## src/rtl/coc_pkg.sv

```systemverilog
// Contract
// - Accept only packets with process id 1000111 and category 1100.
// - Length field equals data bytes plus five, nine here.
// - Ack field requests acceptance ack; device reports acceptance.
// - Packet type 11000000 marks a private command candidate.
// - Subtype fourteen selects offset command; only then load offsets.
// - Data holds mm offset first, then submm offset, each 16 bits.
// - Independent offsets kept for mm and submm channels.
// - Accepted offsets take effect for the very next sample.
// - Subtract held offset from every raw sample, one per 50 ms.
// - Subtraction comes first; summing uses reduced samples only.
// - 32000 is the ceiling; larger sums are lost.
// - Offsets latched into telemetry when a packet opens, not rewritten.
// - Packet fill of 10 to 200 seconds is tolerated.
// - Offsets cleared to zero at reset.
// - Command leaves other registers and sensor data untouched.
`default_nettype none
package coc_pkg;
  localparam int          PKT_WORDS      = 8;
  localparam logic [15:0] HDR0_VALUE     = 16'h1c7c;
  localparam logic [15:0] HDR1_FLAG_MASK = 16'hc000;
  localparam logic [15:0] HDR1_FLAG_VAL  = 16'hc000;
  localparam logic [15:0] HDR1_SRC_MASK  = 16'h3800;
  localparam logic [15:0] LEN_VALUE      = 16'h0009;
  localparam logic [15:0] HDR3_VALUE     = 16'h11c0;
  localparam logic [15:0] HDR4_VALUE     = 16'h0e00;
  localparam logic [3:0]  ACK_ACCEPT     = 4'h1;
  localparam logic [15:0] CONT_MAX       = 16'h7d00;
  localparam logic [15:0] OFFSET_RESET   = 16'h0000;
  localparam int          SAMPLE_MS      = 50;
  localparam int          FILL_MIN_S     = 10;
  localparam int          FILL_MAX_S     = 200;
  localparam logic [5:0]  REG_CTRL       = 6'h00;
  localparam logic [5:0]  REG_STATUS     = 6'h04;
  localparam logic [5:0]  REG_OFFSETS    = 6'h08;
  localparam logic [5:0]  REG_CMD_WORD   = 6'h0c;
  localparam logic [5:0]  REG_COUNTS     = 6'h10;
  localparam logic [31:0] UNMAPPED_VALUE = 32'hdeadbeef;
  localparam int          FIFO_WIDTH     = 16;
  localparam int          FIFO_DEPTH     = 32;
endpackage
`default_nettype wire

```

## src/rtl/coc_top.sv

```systemverilog
// Design decisions made here: the register addresses and the Avalon-MM interface to the registers.
`timescale 1ns/1ps
`default_nettype none
module coc_top (
  input  wire logic        clock_i,
  input  wire logic        rst_i,
  // Avalon-MM slave
  input  wire logic [5:0]  avs_address,
  input  wire logic        avs_read,
  input  wire logic        avs_write,
  input  wire logic [31:0] avs_writedata,
  input  wire logic [3:0]  avs_byteenable,
  output logic      [31:0] avs_readdata,
  output logic             avs_waitrequest,
  // Command word stream, 16-bit words, header first
  input  wire logic        cmd_valid_i,
  output logic             cmd_ready_o,
  input  wire logic [15:0] cmd_data_i,
  input  wire logic        cmd_last_i,
  output logic             cmd_accept_o,
  output logic             cmd_reject_o,
  // Raw continuum samples
  input  wire logic        sample_valid_i,
  input  wire logic [15:0] mm_sample_i,
  input  wire logic [15:0] submm_sample_i,
  // Reduced samples to the summing stage
  output logic             red_valid_o,
  output logic      [15:0] mm_reduced_o,
  output logic      [15:0] submm_reduced_o,
  output logic             mm_over_o,
  output logic             submm_over_o,
  // Telemetry packet opening
  input  wire logic        pkt_open_i,
  output logic      [15:0] mm_offset_parameter_o,
  output logic      [15:0] submm_offset_parameter_o
);
  typedef enum logic [1:0] {ST_RECV, ST_DROP} coc_state_e;

  coc_state_e  state_ff;
  logic [3:0]  idx_ff;
  logic        bad_ff;
  logic [15:0] sum_ff;
  logic [15:0] data_hi_ff;
  logic [15:0] data_lo_ff;
  logic [15:0] mm_off_ff;
  logic [15:0] submm_off_ff;
  logic        enable_ff;
  logic [15:0] acc_cnt_ff;
  logic [15:0] rej_cnt_ff;
  logic        accept_ff;
  logic        reject_ff;
  logic        f_valid;
  logic        f_ready;
  logic [15:0] f_data;
  logic        f_last;
  logic        fifo_in_ready;
  logic        word_ok;
  logic        take;
  logic        chk_ok;
  logic        hdr_ok;
  logic        last_q;

  function automatic logic [15:0] coc_reduce(input logic [15:0] raw, input logic [15:0] off);
    // Clamp so an oversized offset cannot wrap into a huge value
    return (raw > off) ? (raw - off) : 16'h0000;
  endfunction

  // Words buffered ahead of the parser; last marker carried via a side bit
  coc_fifo #(.WIDTH(coc_pkg::FIFO_WIDTH + 1), .DEPTH(coc_pkg::FIFO_DEPTH)) u_fifo (
    .clock_i     (clock_i),
    .rst_i       (rst_i),
    .in_valid_i  (cmd_valid_i),
    .in_ready_o  (fifo_in_ready),
    .in_data_i   ({cmd_last_i, cmd_data_i}),
    .out_valid_o (f_valid),
    .out_ready_i (f_ready),
    .out_data_o  ({f_last, f_data})
  );
  assign cmd_ready_o = fifo_in_ready;
  // Parser stalls while disabled so the buffer really fills
  assign f_ready     = enable_ff;
  assign take        = f_valid && f_ready;

  always_comb begin
    case (idx_ff)
      4'd0: word_ok = (f_data == coc_pkg::HDR0_VALUE);
      4'd1: word_ok = ((f_data & coc_pkg::HDR1_FLAG_MASK) == coc_pkg::HDR1_FLAG_VAL) &&
                      ((f_data & coc_pkg::HDR1_SRC_MASK) == 16'h0000);
      4'd2: word_ok = (f_data == coc_pkg::LEN_VALUE);
      4'd3: word_ok = (f_data == coc_pkg::HDR3_VALUE) &&
                      (f_data[11:8] == coc_pkg::ACK_ACCEPT);
      4'd4: word_ok = (f_data == coc_pkg::HDR4_VALUE);
      default: word_ok = 1'b1;
    endcase
  end

  assign hdr_ok = !bad_ff && word_ok;
  // trailing check is the 16-bit sum of all prior words
  assign chk_ok = (f_data == sum_ff);
  assign last_q = take && (idx_ff == 4'(coc_pkg::PKT_WORDS - 1));

  always_ff @(posedge clock_i) begin
    if (rst_i) begin
      state_ff <= ST_RECV;
      idx_ff   <= 4'h0;
      bad_ff   <= 1'b0;
      sum_ff   <= 16'h0000;
    end else if (take) begin
      case (state_ff)
        ST_RECV: begin
          if (last_q || f_last) begin
            idx_ff <= 4'h0;
            bad_ff <= 1'b0;
            sum_ff <= 16'h0000;
            // Extra words past the packet end are flushed up to the marker
            if (!f_last) begin
              state_ff <= ST_DROP;
            end
          end else begin
            idx_ff <= idx_ff + 4'h1;
            bad_ff <= !hdr_ok;
            sum_ff <= sum_ff + f_data;
          end
        end
        ST_DROP: begin
          if (f_last) begin
            state_ff <= ST_RECV;
          end
        end
        default: state_ff <= ST_RECV;
      endcase
    end
  end

  always_ff @(posedge clock_i) begin
    if (rst_i) begin
      data_hi_ff <= 16'h0000;
      data_lo_ff <= 16'h0000;
    end else if (take && state_ff == ST_RECV) begin
      if (idx_ff == 4'd5) begin
        data_hi_ff <= f_data;
      end
      if (idx_ff == 4'd6) begin
        data_lo_ff <= f_data;
      end
    end
  end

  // the offsets change only on acceptance, which also pulses accept_ff
  always_ff @(posedge clock_i) begin
    if (rst_i) begin
      mm_off_ff    <= coc_pkg::OFFSET_RESET;
      submm_off_ff <= coc_pkg::OFFSET_RESET;
      accept_ff    <= 1'b0;
      reject_ff    <= 1'b0;
    end else begin
      accept_ff <= 1'b0;
      reject_ff <= 1'b0;
      if (take && state_ff == ST_RECV && (last_q || f_last)) begin
        // A frame longer than its length field is refused as a whole
        if (last_q && f_last && !bad_ff && chk_ok) begin
          mm_off_ff    <= data_hi_ff;
          submm_off_ff <= data_lo_ff;
          accept_ff    <= 1'b1;
        end else begin
          reject_ff <= 1'b1;
        end
      end
    end
  end
  assign cmd_accept_o = accept_ff;
  assign cmd_reject_o = reject_ff;

  always_ff @(posedge clock_i) begin
    if (rst_i) begin
      red_valid_o     <= 1'b0;
      mm_reduced_o    <= 16'h0000;
      submm_reduced_o <= 16'h0000;
      mm_over_o       <= 1'b0;
      submm_over_o    <= 1'b0;
    end else begin
      red_valid_o <= sample_valid_i;
      if (sample_valid_i) begin
        mm_reduced_o    <= coc_reduce(mm_sample_i, mm_off_ff);
        submm_reduced_o <= coc_reduce(submm_sample_i, submm_off_ff);
        // flag samples above the representable ceiling
        mm_over_o       <= coc_reduce(mm_sample_i, mm_off_ff) > coc_pkg::CONT_MAX;
        submm_over_o    <= coc_reduce(submm_sample_i, submm_off_ff) > coc_pkg::CONT_MAX;
      end
    end
  end

  // held from packet open until the next open, any duration
  always_ff @(posedge clock_i) begin
    if (rst_i) begin
      mm_offset_parameter_o    <= coc_pkg::OFFSET_RESET;
      submm_offset_parameter_o <= coc_pkg::OFFSET_RESET;
    end else if (pkt_open_i) begin
      mm_offset_parameter_o    <= mm_off_ff;
      submm_offset_parameter_o <= submm_off_ff;
    end
  end

  always_ff @(posedge clock_i) begin
    if (rst_i) begin
      enable_ff  <= 1'b1;
      acc_cnt_ff <= 16'h0000;
      rej_cnt_ff <= 16'h0000;
    end else begin
      if (avs_write && !avs_waitrequest && avs_address == coc_pkg::REG_CTRL &&
          avs_byteenable[0]) begin
        enable_ff <= avs_writedata[0];
      end
      if (accept_ff) begin
        acc_cnt_ff <= acc_cnt_ff + 16'h0001;
      end
      if (reject_ff) begin
        rej_cnt_ff <= rej_cnt_ff + 16'h0001;
      end
    end
  end

  // One wait cycle: the answer is registered
  logic rd_done_ff;
  always_ff @(posedge clock_i) begin
    if (rst_i) begin
      rd_done_ff   <= 1'b0;
      avs_readdata <= 32'h00000000;
    end else begin
      rd_done_ff <= (avs_read || avs_write) && !rd_done_ff;
      if (avs_read && !rd_done_ff) begin
        case (avs_address)
          coc_pkg::REG_CTRL:     avs_readdata <= {31'h0, enable_ff};
          coc_pkg::REG_STATUS:   avs_readdata <= {29'h0, f_valid, !fifo_in_ready,
                                                  state_ff == ST_DROP};
          coc_pkg::REG_OFFSETS:  avs_readdata <= {mm_off_ff, submm_off_ff};
          coc_pkg::REG_CMD_WORD: avs_readdata <= {data_hi_ff, data_lo_ff};
          coc_pkg::REG_COUNTS:   avs_readdata <= {acc_cnt_ff, rej_cnt_ff};
          default:               avs_readdata <= coc_pkg::UNMAPPED_VALUE;
        endcase
      end
    end
  end
  assign avs_waitrequest = (avs_read || avs_write) && !rd_done_ff;
endmodule
`default_nettype wire

```

## src/rtl/coc_fifo.sv

```systemverilog
`timescale 1ns/1ps
`default_nettype none
module coc_fifo #(
  parameter int WIDTH = 16,
  parameter int DEPTH = 32
) (
  input  wire logic             clock_i,
  input  wire logic             rst_i,
  input  wire logic             in_valid_i,
  output logic                  in_ready_o,
  input  wire logic [WIDTH-1:0] in_data_i,
  output logic                  out_valid_o,
  input  wire logic             out_ready_i,
  output logic      [WIDTH-1:0] out_data_o
);
  localparam int AW = $clog2(DEPTH);
  logic [WIDTH-1:0] mem_ff [DEPTH];
  logic [AW-1:0]    wr_ff;
  logic [AW-1:0]    rd_ff;
  logic [AW:0]      cnt_ff;
  logic             push;
  logic             pop;

  assign in_ready_o  = (cnt_ff != (AW+1)'(DEPTH));
  assign out_valid_o = (cnt_ff != '0);
  assign out_data_o  = mem_ff[rd_ff];
  assign push        = in_valid_i && in_ready_o;
  assign pop         = out_valid_o && out_ready_i;

  always_ff @(posedge clock_i) begin
    if (push) begin
      mem_ff[wr_ff] <= in_data_i;
    end
  end

  always_ff @(posedge clock_i) begin
    if (rst_i) begin
      wr_ff  <= '0;
      rd_ff  <= '0;
      cnt_ff <= '0;
    end else begin
      if (push) begin
        wr_ff <= wr_ff + 1'b1;
      end
      if (pop) begin
        rd_ff <= rd_ff + 1'b1;
      end
      cnt_ff <= cnt_ff + (AW+1)'(push) - (AW+1)'(pop);
    end
  end
endmodule
`default_nettype wire

```

## config.mk

```make
export PLATFORM = sky130hd
export DESIGN_NAME = coc_top
export DESIGN_NICKNAME = d
export VERILOG_FILES = /design/src/rtl/coc_pkg.sv /design/src/rtl/coc_top.sv /design/src/rtl/coc_fifo.sv
export SDC_FILE = /design/constraint.sdc
export NUM_CORES = 1
export LEC_CHECK = 0
export BUFFER_PORTS_ARGS = -buffer_cell sky130_fd_sc_hd__buf_2
export CAP_MARGIN = 20
export CORE_ASPECT_RATIO = 0.8
export CORE_MARGIN = 1
export CORE_UTILIZATION = 52
export DETAILED_ROUTE_END_ITERATION = 16
export PLACE_DENSITY = 0.66
export SYNTH_ARGS = -nofsm -noshare
export SYNTH_HDL_FRONTEND = slang
export SYNTH_SLANG_ARGS = --single-unit
export TNS_END_PERCENT = 30
```

## constraint.sdc

```tcl
create_clock -name clock_i -period 6 [get_ports clock_i]
set_clock_uncertainty 0.1 [all_clocks]
set_input_delay 0.6 -clock clock_i [delete_from_list [all_inputs] [get_ports clock_i]]
set_output_delay 0.6 -clock clock_i [all_outputs]
set_load 0.05 [all_outputs]
```

==> results of run 1 <==
-- critical path: cells and delay by family, from the launching register on --
| family | cells | cell delay (ns) |
|---|---|---|
| compound gates | 2 | 0.53 |
| simple gates | 6 | 1.16 |
| flops | 1 | 0.83 |
| fa+ha+maj | 1 | 0.38 |
| buf+inv | 3 | 0.76 |
| mux | 2 | 1.01 |
-- worst paths after layout --
check	startpoint	endpoint
hold reg to reg	sum_ff[3]$_SDFFE_PP0P_	sum_ff[3]$_SDFFE_PP0P_
setup reg to reg	flip-flop	submm_off_ff[15]$_SDFFE_PP0P_
setup / recovery	flip-flop	submm_off_ff[15]$_SDFFE_PP0P_
hold / removal	avs_writedata[0]	enable_ff$_SDFFE_PP1P_
-- routing by layer --
metal  up-vias  part of all wire  GRT usage  routed length, um
met2       816              0.45     0.3974              38630
li1       9411                 -          -                  -
met4         0             0.024    0.07392               2034
met3       145             0.075    0.04900               6402
met5         -                 0          0                  0
met1     10670              0.45     0.3938              38080
-- layout make-up --
class                   count  area [um^2]
multi-input cells        1375        11250
fillers                  4851        25110
diodes                      1        2.502
well taps                 840         1051
inverters                  80        300.3
flip-flops and latches    786        21190
repair buffers            228         1408
clock buffers             108         2180
clock inverters            37        399.1
-- power groups by stage --
stage	Combinational, mW	Clock [mW]	Sequential [mW]
finish	3.64	4.92	6.20
global route	3.92	5.20	6.24
CTS	3.60	4.99	6.21
detailed placement	3.58	0	6.32
global placement	3.51	0	6.31
floorplan	2.53	0	6.28
-- kinds of logic (layout without fill, tap and decap cells) --
logic type	count (synthesis)	count (layout)
and+or+nand+nor	656	656
other	0	1
DFF	786	786
muxes	210	210
AOI/OAI and AO/OA	371	371
buffers and inverters	213	453
xor gates and xnor gates	67	67
adders and majority gates	71	71
-- sequential cells by signal, indices dropped and copies added, names as in the netlist, 4 cells and up, named ones only --
name and cells:
u_fifo.mem_ff 544, avs_readdata 32, acc_cnt_ff 16, data_hi_ff 16
data_lo_ff 16, mm_off_ff 16, mm_offset_parameter_o 16, mm_reduced_o 16
rej_cnt_ff 16, submm_off_ff 16, submm_offset_parameter_o 16, submm_reduced_o 16
sum_ff 16, u_fifo.cnt_ff 6, u_fifo.rd_ff 5, u_fifo.wr_ff 5
idx_ff 4
-- cell usage in the layout, fill, tap and decap left out, types with 54 or more instances in the layout --
cell type	n
mux2i_1	67
a21oi_1	107
nor2_1	250
inv_1	79
clkbuf_16	82
buf_2	165
nand3_1	55
dfxtp_1	237
nand2_1	106
edfxtp_1	544
ha_1	67
mux4_2	136
buf_4	54
==> qor.yml, run 1 <==
clockRootBuffer: "clkbuf_16"
dp_slack_ns: 0.9580
power_mw: 14.76
synth_compound_area_frac: 0.07790
place_congestion: 0.9194
dieArea_um2: 64900
postCtsResizedCells: 0
fp.coreArea_um2: 62890
hold_viol: 0
syn_area_um2: 33220
wirelength_um: 85150
rows: 82
cpPeakStageDelay_ns: 0.83
synth_top_family_by_area: "multiplexers"
io_pins: 201
rr_worst_depth: 14
syn_inst: 2374
cap_violations: 0
crit_path_end_kind: "flip-flop"
numCtsBuffers: 79
port_buffers: 166
vias: 21040
synthTopCellsByCount: "544 x edfxtp_1, 275 x nor2_1, 242 x dfxtp_1, 136 x mux4_2, 107 x a21oi_1"
netSwitchingFraction: 0.2989
place_inst: 3308
h-tree-depth: 3
nNetsFinal: 2719
fin_hold_ws_ns: 0.1181
initialDrtViolationCount: 2346
grtUsageTotal: 0.2641
synth_top_cell_by_area: "edfxtp_1"
synthXorXnorAreaFrac: 0.01767
grt_max_degree: 125
fin_crit_ns: 5.034
path_cells: "buf_4 -> mux4_2 -> mux4_2 -> a21oi_1 -> inv_1 -> ha_1 -> nor4_1 -> nand4_1 -> nor4_2 -> and2_4 -> buf_12 -> nor2_1 -> a21oi_1 -> nor2_1"
ys_warn_count: 0
clkTransAtPathRegs_ns: 0.06
dp_hpwl_um: 54370
peakVddDrop_uv: 235.8
fin_area_um2: 37780
synthMuxAreaShare: 0.1160
synth_fa_ha_area_frac: 0.02765
outcome: "finished, final reports clean"
yosys.area.top_type_share: 0.4918
first_pass_iters: 6
p_seq_frac: 0.420
crit_path_top_delay_cell: "dfxtp_4"
synth_area_leaders: "edfxtp_1 49%, dfxtp_1 15%, mux4_2 9.2%"
fmax_mhz: 198.7
hold_buffers: 0
synth.distinct_cells: 79
p_int_mw: 10.35
postCtsSetupBuffers: 0
ys_ff_latch: 786
rsz0062_at_grt: "no"
cts_buffer_depth: 3
clk_latency_ns: 0.63
via_per_inst: 6.090
drive_gt1_frac: 0.2265
tns_ns: 0
cts_tree: "yes"
grt_pass1_vias: 20660
grt_pass1_wl_um: 128500
final_util: 0.6008
async_flop_share: 0
syn2layout_area_growth_pct: 13.75
initial_core_util: 0.5281
cp_max_fo: 63
fin_cells: 3455
hold_class: "input pin to flip-flop"
antenna_found_initial: 1
drc: 0
setup-violations-final: 0
power.density_nw_per_um2: 390.7
yosysMostFrequentCell: "edfxtp_1"
post_dp_cell_area_um2: 35180
r2r_setup_slack_ns: 0.97
p_switching_mw: 4.412
synthesis.nets: 2543
start_kind: "flip-flop"
ys_seq_area_frac: 0.6377
wire_per_inst_um: 24.65
min_path_cells: 2
synth-simple-area-share: 0.09353
setup_ws_ns: 0.9664
avgSynthCellArea_um2: 13.99
p_comb_frac: 0.247
pwr-share-clk: 0.333
dieHeight_um: 228.1
crit_type: "flip-flop to flip-flop"
cts_sinks: 786
cp.arrival_ns: 5.41
grt_overflow: 0
p_leak_nw: 13.11
die_x_um: 284.6
drtAntennaViolNets: 0
period_share: 0.8389
synth-edff-count: 544
worstMarginPinSlew_ns: 1.225
slew_headroom: 0.1620
slew_viol_final: 0
required_ns: 6.37
synth_flop_cell: "edfxtp_1"
Power figures use the tool's default switching activity.
==> run 2: changes to the inputs <==
Settings changed: ABC_AREA set to 1.
Clock period 6 ns to 5.3 ns, I/O delays scaled along.
==> run 2 against run 1 <==
Against the previous run: combinational power grew 38%; global-route usage increased by 0.48 points; die area up 3.3%; power is 18% higher; final area rose by 2.2%; sequential share of layout area decreased by 1.2 points; clock power is 11% higher; non-clock buffer count increased by 17; setup slack worse by 0.15 ns; synthesized cell count rose by 49%; clock-buffer cell count up 1; final cell count up 33%; critical path type unchanged; critical endpoint is now sum_ff[15]$_SDFFE_PP0P_; largest cell class unchanged.
==> qor.yml, run 2 <==
synthTopCellsByCount: "904 x nand2_1, 544 x edfxtp_1, 465 x nand3_1, 284 x nor2_1, 242 x dfxtp_1"  # was 544 x edfxtp_1, 275 x nor2_1, 242 x dfxtp_1, 136 x mux4_2, 107 x a21oi_1
synth_flop_cell: "edfxtp_1"  # unchanged
async_flop_share: 0  # unchanged
drtAntennaViolNets: 0  # unchanged
cts_sinks: 786  # unchanged
vias: 25780  # was 21.04k
final_common_cell: "nand2_1"  # was edfxtp_1
crit_path_top_delay_cell: "dfxtp_4"  # unchanged
biggestRegsByFlops: "u_fifo.mem_ff x544, avs_readdata x32"  # unchanged
fin_crit_ns: 4.487  # was 5.034 ns
ys_seq_area_frac: 0.6169  # was 0.6377
synth_top_cell_by_area: "edfxtp_1"  # unchanged
dieArea_um2: 67070  # was 64900 um^2
cp_max_fo: 27  # was 63
drive_gt1_frac: 0.1138  # was 0.2265
post_dp_cell_area_um2: 36060  # was 35180 um^2
multiInputGateArea_um2: 11500  # was 11250 um^2
wirelength_um: 90130  # was 85150 um
hold_buffers: 0  # unchanged
top_register: "u_fifo.mem_ff"  # unchanged
fmax_mhz: 222.9  # was 198.7 MHz
syn2layout_area_growth_pct: 12.51  # was 13.75%
required_ns: 5.68  # was 6.37 ns
syn_inst: 3540  # was 2374
synthesis.nets: 3709  # was 2543
initialDrtViolationCount: 2446  # was 2346
fp.coreArea_um2: 64700  # was 62890 um^2
p_int_mw: 11.36  # was 10.35 mW
hp-start: "avs_writedata[0]"  # unchanged
wire_per_inst_um: 19.61  # was 24.65 um
grt_max_degree: 141  # was 125
largest_reg_flops: 544  # unchanged
antenna_found_initial: 1  # unchanged
clkTransAtPathRegs_ns: 0.06  # about the same
p_switching_mw: 6.042  # was 4.412 mW
hold_viol: 0  # unchanged
r2r_setup_slack_ns: 0.81  # was 0.97 ns
pwr-share-clk: 0.313  # was 0.333
dp_hpwl_um: 57240  # was 54370 um
die_x_um: 289.3  # was 284.6 um
postCtsSetupBuffers: 0  # unchanged
hold_class: "input pin to flip-flop"  # unchanged
p_seq_frac: 0.399  # was 0.420
synth_area_leaders: "edfxtp_1 48%, dfxtp_1 14%, nand2_1 9.9%"  # was edfxtp_1 49%, dfxtp_1 15%, mux4_2 9.2%
outcome: "finished, final reports clean"  # unchanged
grt_overflow: 0  # unchanged
synth-edff-count: 544  # unchanged
hold_path_end: "enable_ff$_SDFFE_PP1P_"  # unchanged
yosys.area.top_type_share: 0.4758  # was 0.4918
first_pass_iters: 7  # was 6
p_leak_nw: 15.02  # was 13.11 nW
cpPeakStageDelay_ns: 0.42  # was 0.83 ns
layout_common_cells: "904 x nand2_1, 544 x edfxtp_1, 465 x nand3_1"  # was 544 x edfxtp_1, 250 x nor2_1, 237 x dfxtp_1
slew_headroom: 0.2814  # was 0.1620
io_pins: 201  # unchanged
grt_pass1_wl_um: 137700  # was 128500 um
avgSynthCellArea_um2: 9.699  # was 13.99 um^2
setup-violations-final: 0  # unchanged
h-tree-depth: 3  # unchanged
yosysMostFrequentCell: "nand2_1"  # was edfxtp_1
start_kind: "flip-flop"  # unchanged
rr_endpoint: "sum_ff[15]$_SDFFE_PP0P_"  # was submm_off_ff[15]$_SDFFE_PP0P_
via_per_inst: 5.610  # was 6.090
rsz0062_at_grt: "no"  # unchanged
slew_viol_final: 0  # unchanged
num_antenna_cells: 0  # was 1
dieHeight_um: 231.8  # was 228.1 um
place_congestion: 0.9324  # was 0.9194
fin_area_um2: 38630  # was 37780 um^2
numCtsBuffers: 79  # unchanged
p_comb_frac: 0.289  # was 0.247
path_cells: "inv_4 -> buf_12 -> nand3_1 -> nand3_1 -> nand2_1 -> nand2_1 -> nand3_1 -> nand2_1 -> inv_1 -> ha_1 -> nand2_1 -> a21oi_1 -> nor3_1 -> nand2_1 -> a21boi_0 -> o21ai_0 -> nand2_1 -> nand3b_1 -> or2_2 -> nand3_1 -> a21oi_1"  # was buf_4 -> mux4_2 -> mux4_2 -> a21oi_1 -> inv_1 -> ha_1 -> nor4_1 -> nand4_1 -> nor4_2 -> and2_4 -> buf_12 -> nor2_1 -> a21oi_1 -> nor2_1
port_buffers: 166  # unchanged
worstMarginPinSlew_ns: 1.077  # was 1.225 ns
ys_warn_count: 0  # unchanged
clk_latency_ns: 0.64  # was 0.63 ns
rows: 83  # was 82
cpMostUsedCell: "nand2_1"
syn_area_um2: 34340  # was 33220 um^2
ff_latch_area_um2: 21190  # unchanged
crit_path_end_kind: "flip-flop"  # unchanged
nFillCells: 5529  # was 4851
synth.distinct_cells: 49  # was 79
drc: 0  # unchanged
ys_ff_latch: 786  # unchanged
netSwitchingFraction: 0.3472  # was 0.2989
crit_type: "flip-flop to flip-flop"  # unchanged
clockRootBuffer: "clkbuf_16"  # unchanged
nNetsFinal: 3853  # was 2719
path_buf_inv: 3  # unchanged
cts_tree: "yes"  # unchanged
postCtsResizedCells: 0  # unchanged
peakVddDrop_uv: 346.2  # was 235.8 uV
initial_core_util: 0.5307  # was 0.5281
power.density_nw_per_um2: 450.5  # was 390.7 nW/um^2
tns_ns: 0  # unchanged
grt_pass1_vias: 23580  # was 20.66k
grtUsageTotal: 0.2689  # was 0.2641
cap_violations: 0  # unchanged
min_path_cells: 3  # was 2
cp.arrival_ns: 4.87  # was 5.41 ns
period_share: 0.8465  # was 0.8389
cts_buffer_depth: 3  # unchanged
fin_hold_ws_ns: 0.04202  # was 0.1181 ns
critPathTopFamily: "simple AND/OR/NAND/NOR gates"  # unchanged
rr_worst_depth: 21  # was 14
==> run 2: per-layer routing <==
layer  vias to the layer above  wire length (um)  GRT usage  share of wire
met4                         2              1951    0.07105          0.022
met2                       922             38720     0.3888           0.43
li1                      12460                 -          -              -
met5                         -                11          0        0.00012
met3                       122              6841    0.04813          0.076
met1                     12270             42600     0.4136           0.47
==> run 2: logic make-up after synthesis <==
kind of cell    count (synthesis)  synth area share
flops                         786            0.6169
buf+inv                       377           0.05105
fa+ha+maj                      71           0.02675
simple gates                 1746            0.2146
xor+xnor                       23          0.006086
compound gates                537           0.08465
==> run 2: power by group through the flow <==
stage / registers (mW) / clock network [mW] / logic (mW)
2_1_floorplan: 7.18 / 0 / 3.40
3_5_place_dp: 7.07 / 0 / 4.94
3_3_place_gp: 7.06 / 0 / 4.87
6_report: 6.94 / 5.44 / 5.02
4_1_cts: 6.94 / 5.51 / 4.97
5_1_grt: 6.96 / 5.72 / 5.58
==> run 2: worst min-delay path, cell delays in order <==
cell and delay [ns]:
buf_2 0.09, inv_1 0.04, o21ai_0 0.07
==> run 2: stage by stage <==
| stage | utilization | std cells | setup WS (ns) | total power, mW |
|---|---|---|---|---|
| 4_1_cts | 0.5959 | 4591 | 0.9025 | 17.42 |
| 6_report | 0.5971 | 4595 | 0.8134 | 17.40 |
| 3_3_place_gp | 0.5562 | 4444 | 0.9949 | 11.93 |
| 5_1_grt | 0.5971 | 4595 | 0.5101 | 18.27 |
| 3_5_place_dp | 0.5574 | 4449 | 0.9232 | 12.01 |
| 2_1_floorplan | - | 3540 | 1.929 | 10.58 |
==> run 2: layout make-up <==
cell class              count  share of cell area
clock inverters            33            0.008195
well taps                 850             0.02753
inverters                 195             0.01934
clock buffers             109             0.05629
repair buffers            245             0.04230
multi-input cells        2377              0.2978
flip-flops and latches    786              0.5486
==> run 2: worst max path at each step <==
stage,to,slack [ns],cells past startpoint
floorplan,sum_ff[15]$_SDFFE_PP0P_,1.93,24
global placement,sum_ff[15]$_SDFFE_PP0P_,0.99,21
detailed placement,sum_ff[15]$_SDFFE_PP0P_,0.92,21
CTS,sum_ff[15]$_SDFFE_PP0P_,0.90,21
global route,sum_ff[15]$_SDFFE_PP0P_,0.51,21
finish,sum_ff[15]$_SDFFE_PP0P_,0.81,21
==> run 3: changes to the inputs <==
Settings changed: PLACE_DENSITY 0.66 to 0.68.
Clock period 5.3 ns to 4.1 ns, I/O delays scaled along.
==> run 3 against run 2 <==
Against the previous run: global-route usage up 0.52 points; final area up 1.4%; clock power up 30%; non-clock buffer count up 46; sequential power up 29%; power up 32%.
==> qor.yml, run 3 (synthesis gave the netlist of run 2 again) <==
antenna_found_initial: 0  # was 1
syn2layout_area_growth_pct: 14.10  # was 12.51%
cap_violations: 0  # unchanged
rr_worst_depth: 21  # unchanged
postCtsSetupBuffers: 0  # unchanged
grtUsageTotal: 0.2741  # was 0.2689
period_share: 0.9151  # was 0.8465
required_ns: 4.55  # was 5.68 ns
slew_headroom: 0.2763  # was 0.2814
initialDrtViolationCount: 2692  # was 2446
grt_overflow: 0  # unchanged
numCtsBuffers: 78  # was 79
vias: 26210  # was 25.78k
peakVddDrop_uv: 456.3  # was 346.2 uV
cp.arrival_ns: 4.20  # was 4.87 ns
num_antenna_cells: 0  # unchanged
grt_pass1_vias: 23950  # was 23.58k
top_register: "u_fifo.mem_ff"  # unchanged
dieHeight_um: 231.8  # unchanged
place_congestion: 0.9604  # was 0.9324
via_per_inst: 5.649  # was 5.610
fp.coreArea_um2: 64700  # unchanged
fin_hold_ws_ns: 0.1806  # was 0.04202 ns
initial_core_util: 0.5307  # unchanged
start_kind: "flip-flop"  # unchanged
worstMarginPinSlew_ns: 1.086  # was 1.077 ns
outcome: "finished, final reports clean"  # unchanged
final_util: 0.6055  # was 0.5971
crit_type: "flip-flop to flip-flop"  # unchanged
clk_latency_ns: 0.63  # was 0.64 ns
cp_max_fo: 54  # was 27
slew_viol_final: 0  # unchanged
dp_hpwl_um: 59560  # was 57240 um
dieArea_um2: 67070  # unchanged
die_x_um: 289.3  # unchanged
grt_max_degree: 65  # was 141
cts_buffer_depth: 3  # unchanged
cts_tree: "yes"  # unchanged
first_pass_iters: 5  # was 7
setup-violations-final: 0  # unchanged
nNetsFinal: 3898  # was 3853
power.density_nw_per_um2: 585.0  # was 450.5 nW/um^2
port_buffers: 166  # unchanged
wirelength_um: 92580  # was 90130 um
wire_per_inst_um: 19.95  # was 19.61 um
tns_ns: 0  # unchanged
p_leak_nw: 15.29  # was 15.02 nW
drtAntennaViolNets: 0  # unchanged
rsz0062_at_grt: "yes"  # was no
hold_class: "input pin to flip-flop"  # unchanged
fin_crit_ns: 3.752  # was 4.487 ns
clockRootBuffer: "clkbuf_16"  # unchanged
place_inst: 4493  # was 4449
clkTransAtPathRegs_ns: 0.06  # about the same
min_path_cells: 4  # was 3
drc: 0  # unchanged
rows: 83  # unchanged
layout_common_cells: "904 x nand2_1, 544 x edfxtp_1, 465 x nand3_1"  # unchanged
cts_sinks: 786  # unchanged
io_pins: 201  # unchanged
final_common_cell: "nand2_1"  # unchanged
grt_pass1_wl_um: 140300  # was 137700 um
h-tree-depth: 3  # unchanged
hold_viol: 0  # unchanged
biggestRegsByFlops: "u_fifo.mem_ff x544, avs_readdata x32"  # unchanged
drive_gt1_frac: 0.1219  # was 0.1138
fin_cells: 4640  # was 4595
fmax_mhz: 266.5  # was 222.9 MHz
crit_path_end_kind: "flip-flop"  # unchanged
largest_reg_flops: 544  # unchanged
run 3: cell count changes in the layout (fill, tap and decap cells not counted), moves of 4 or more:
cell           previous run  this run
dlygate4sd3_1             0         4
buf_8                     7         0
buf_4                    60        92
clkinv_1                 10        15
buf_12                   11        22
clkinv_2                 16         7
run 3: critical path: stages (launching register included):
cell and delay [ns]:
dfxtp_4 0.44, buf_12 0.20, buf_16 0.24, nand2_1 0.08
nand3_1 0.09, nand3_1 0.11, nand2_1 0.14, nand2_1 0.08
nand2_1 0.07, nand2_1 0.04, nand2_1 0.14, ha_1 0.30
inv_1 0.12, nand2_1 0.08, nor4_2 0.24, nand3_1 0.17
nor3_2 0.22, nand2_2 0.12, nor2_8 0.20, buf_6 0.21
o21ai_0 0.10, nor2_1 0.10
run 3: path summary, 6_finish.rpt:
check | startpoint | end | slack, ns
worst min-delay path | rst_i | acc_cnt_ff[6]$_SDFFE_PP0P_ | 0.18
worst min register to register | avs_readdata[22]$_SDFFE_PP0P_ | avs_readdata[22]$_SDFFE_PP0P_ | 0.36
worst max register to register | flip-flop | mm_off_ff[0]$_SDFFE_PP0P_ | 0.35
worst max-delay path | flip-flop | mm_off_ff[0]$_SDFFE_PP0P_ | 0.35
run 3: cell type report:
| class | instances | area, um^2 |
|---|---|---|
| clock buffers | 110 | 2196 |
| clock inverters | 31 | 300.3 |
| fillers | 5435 | 25520 |
| inverters | 195 | 758.2 |
| multi-input cells | 2377 | 11510 |
| flip-flops and latches | 786 | 21190 |
| well taps | 850 | 1064 |
| repair buffers | 291 | 2157 |
run 3: repair_timing:
action,CTS,global route
hold buffers,4,0
setup endpoints to repair,0,36
endpoints found under the hold margin,2,0
gates resized for setup,0,13
run 3: metal layers:
layer	share of wire	GRT usage	up-vias	routed length (um)
met5	0	0	-	0
met1	0.46	0.4209	12450	42530
met3	0.089	0.05236	147	8259
met4	0.023	0.06924	0	2126
met2	0.43	0.3964	1065	39670
li1	-	-	12560	-
run 3: power breakdown:
group	internal (mW)	total [mW]	switching (mW)
combinational	2.20	6.89	4.69
sequential	8.77	8.97	0.196
clock	4.06	7.06	3.01
run 3: per-stage QoR:
stage	area, um^2	setup slack (ns)	total power [mW]
2_1_floorplan	34340	0.7293	13.68
3_3_place_gp	36540	0.3175	15.72
3_5_place_dp	36540	0.2808	15.79
4_1_cts	39080	0.2264	22.82
5_1_grt	39180	0.02116	24.08
6_report	39180	0.3482	22.92
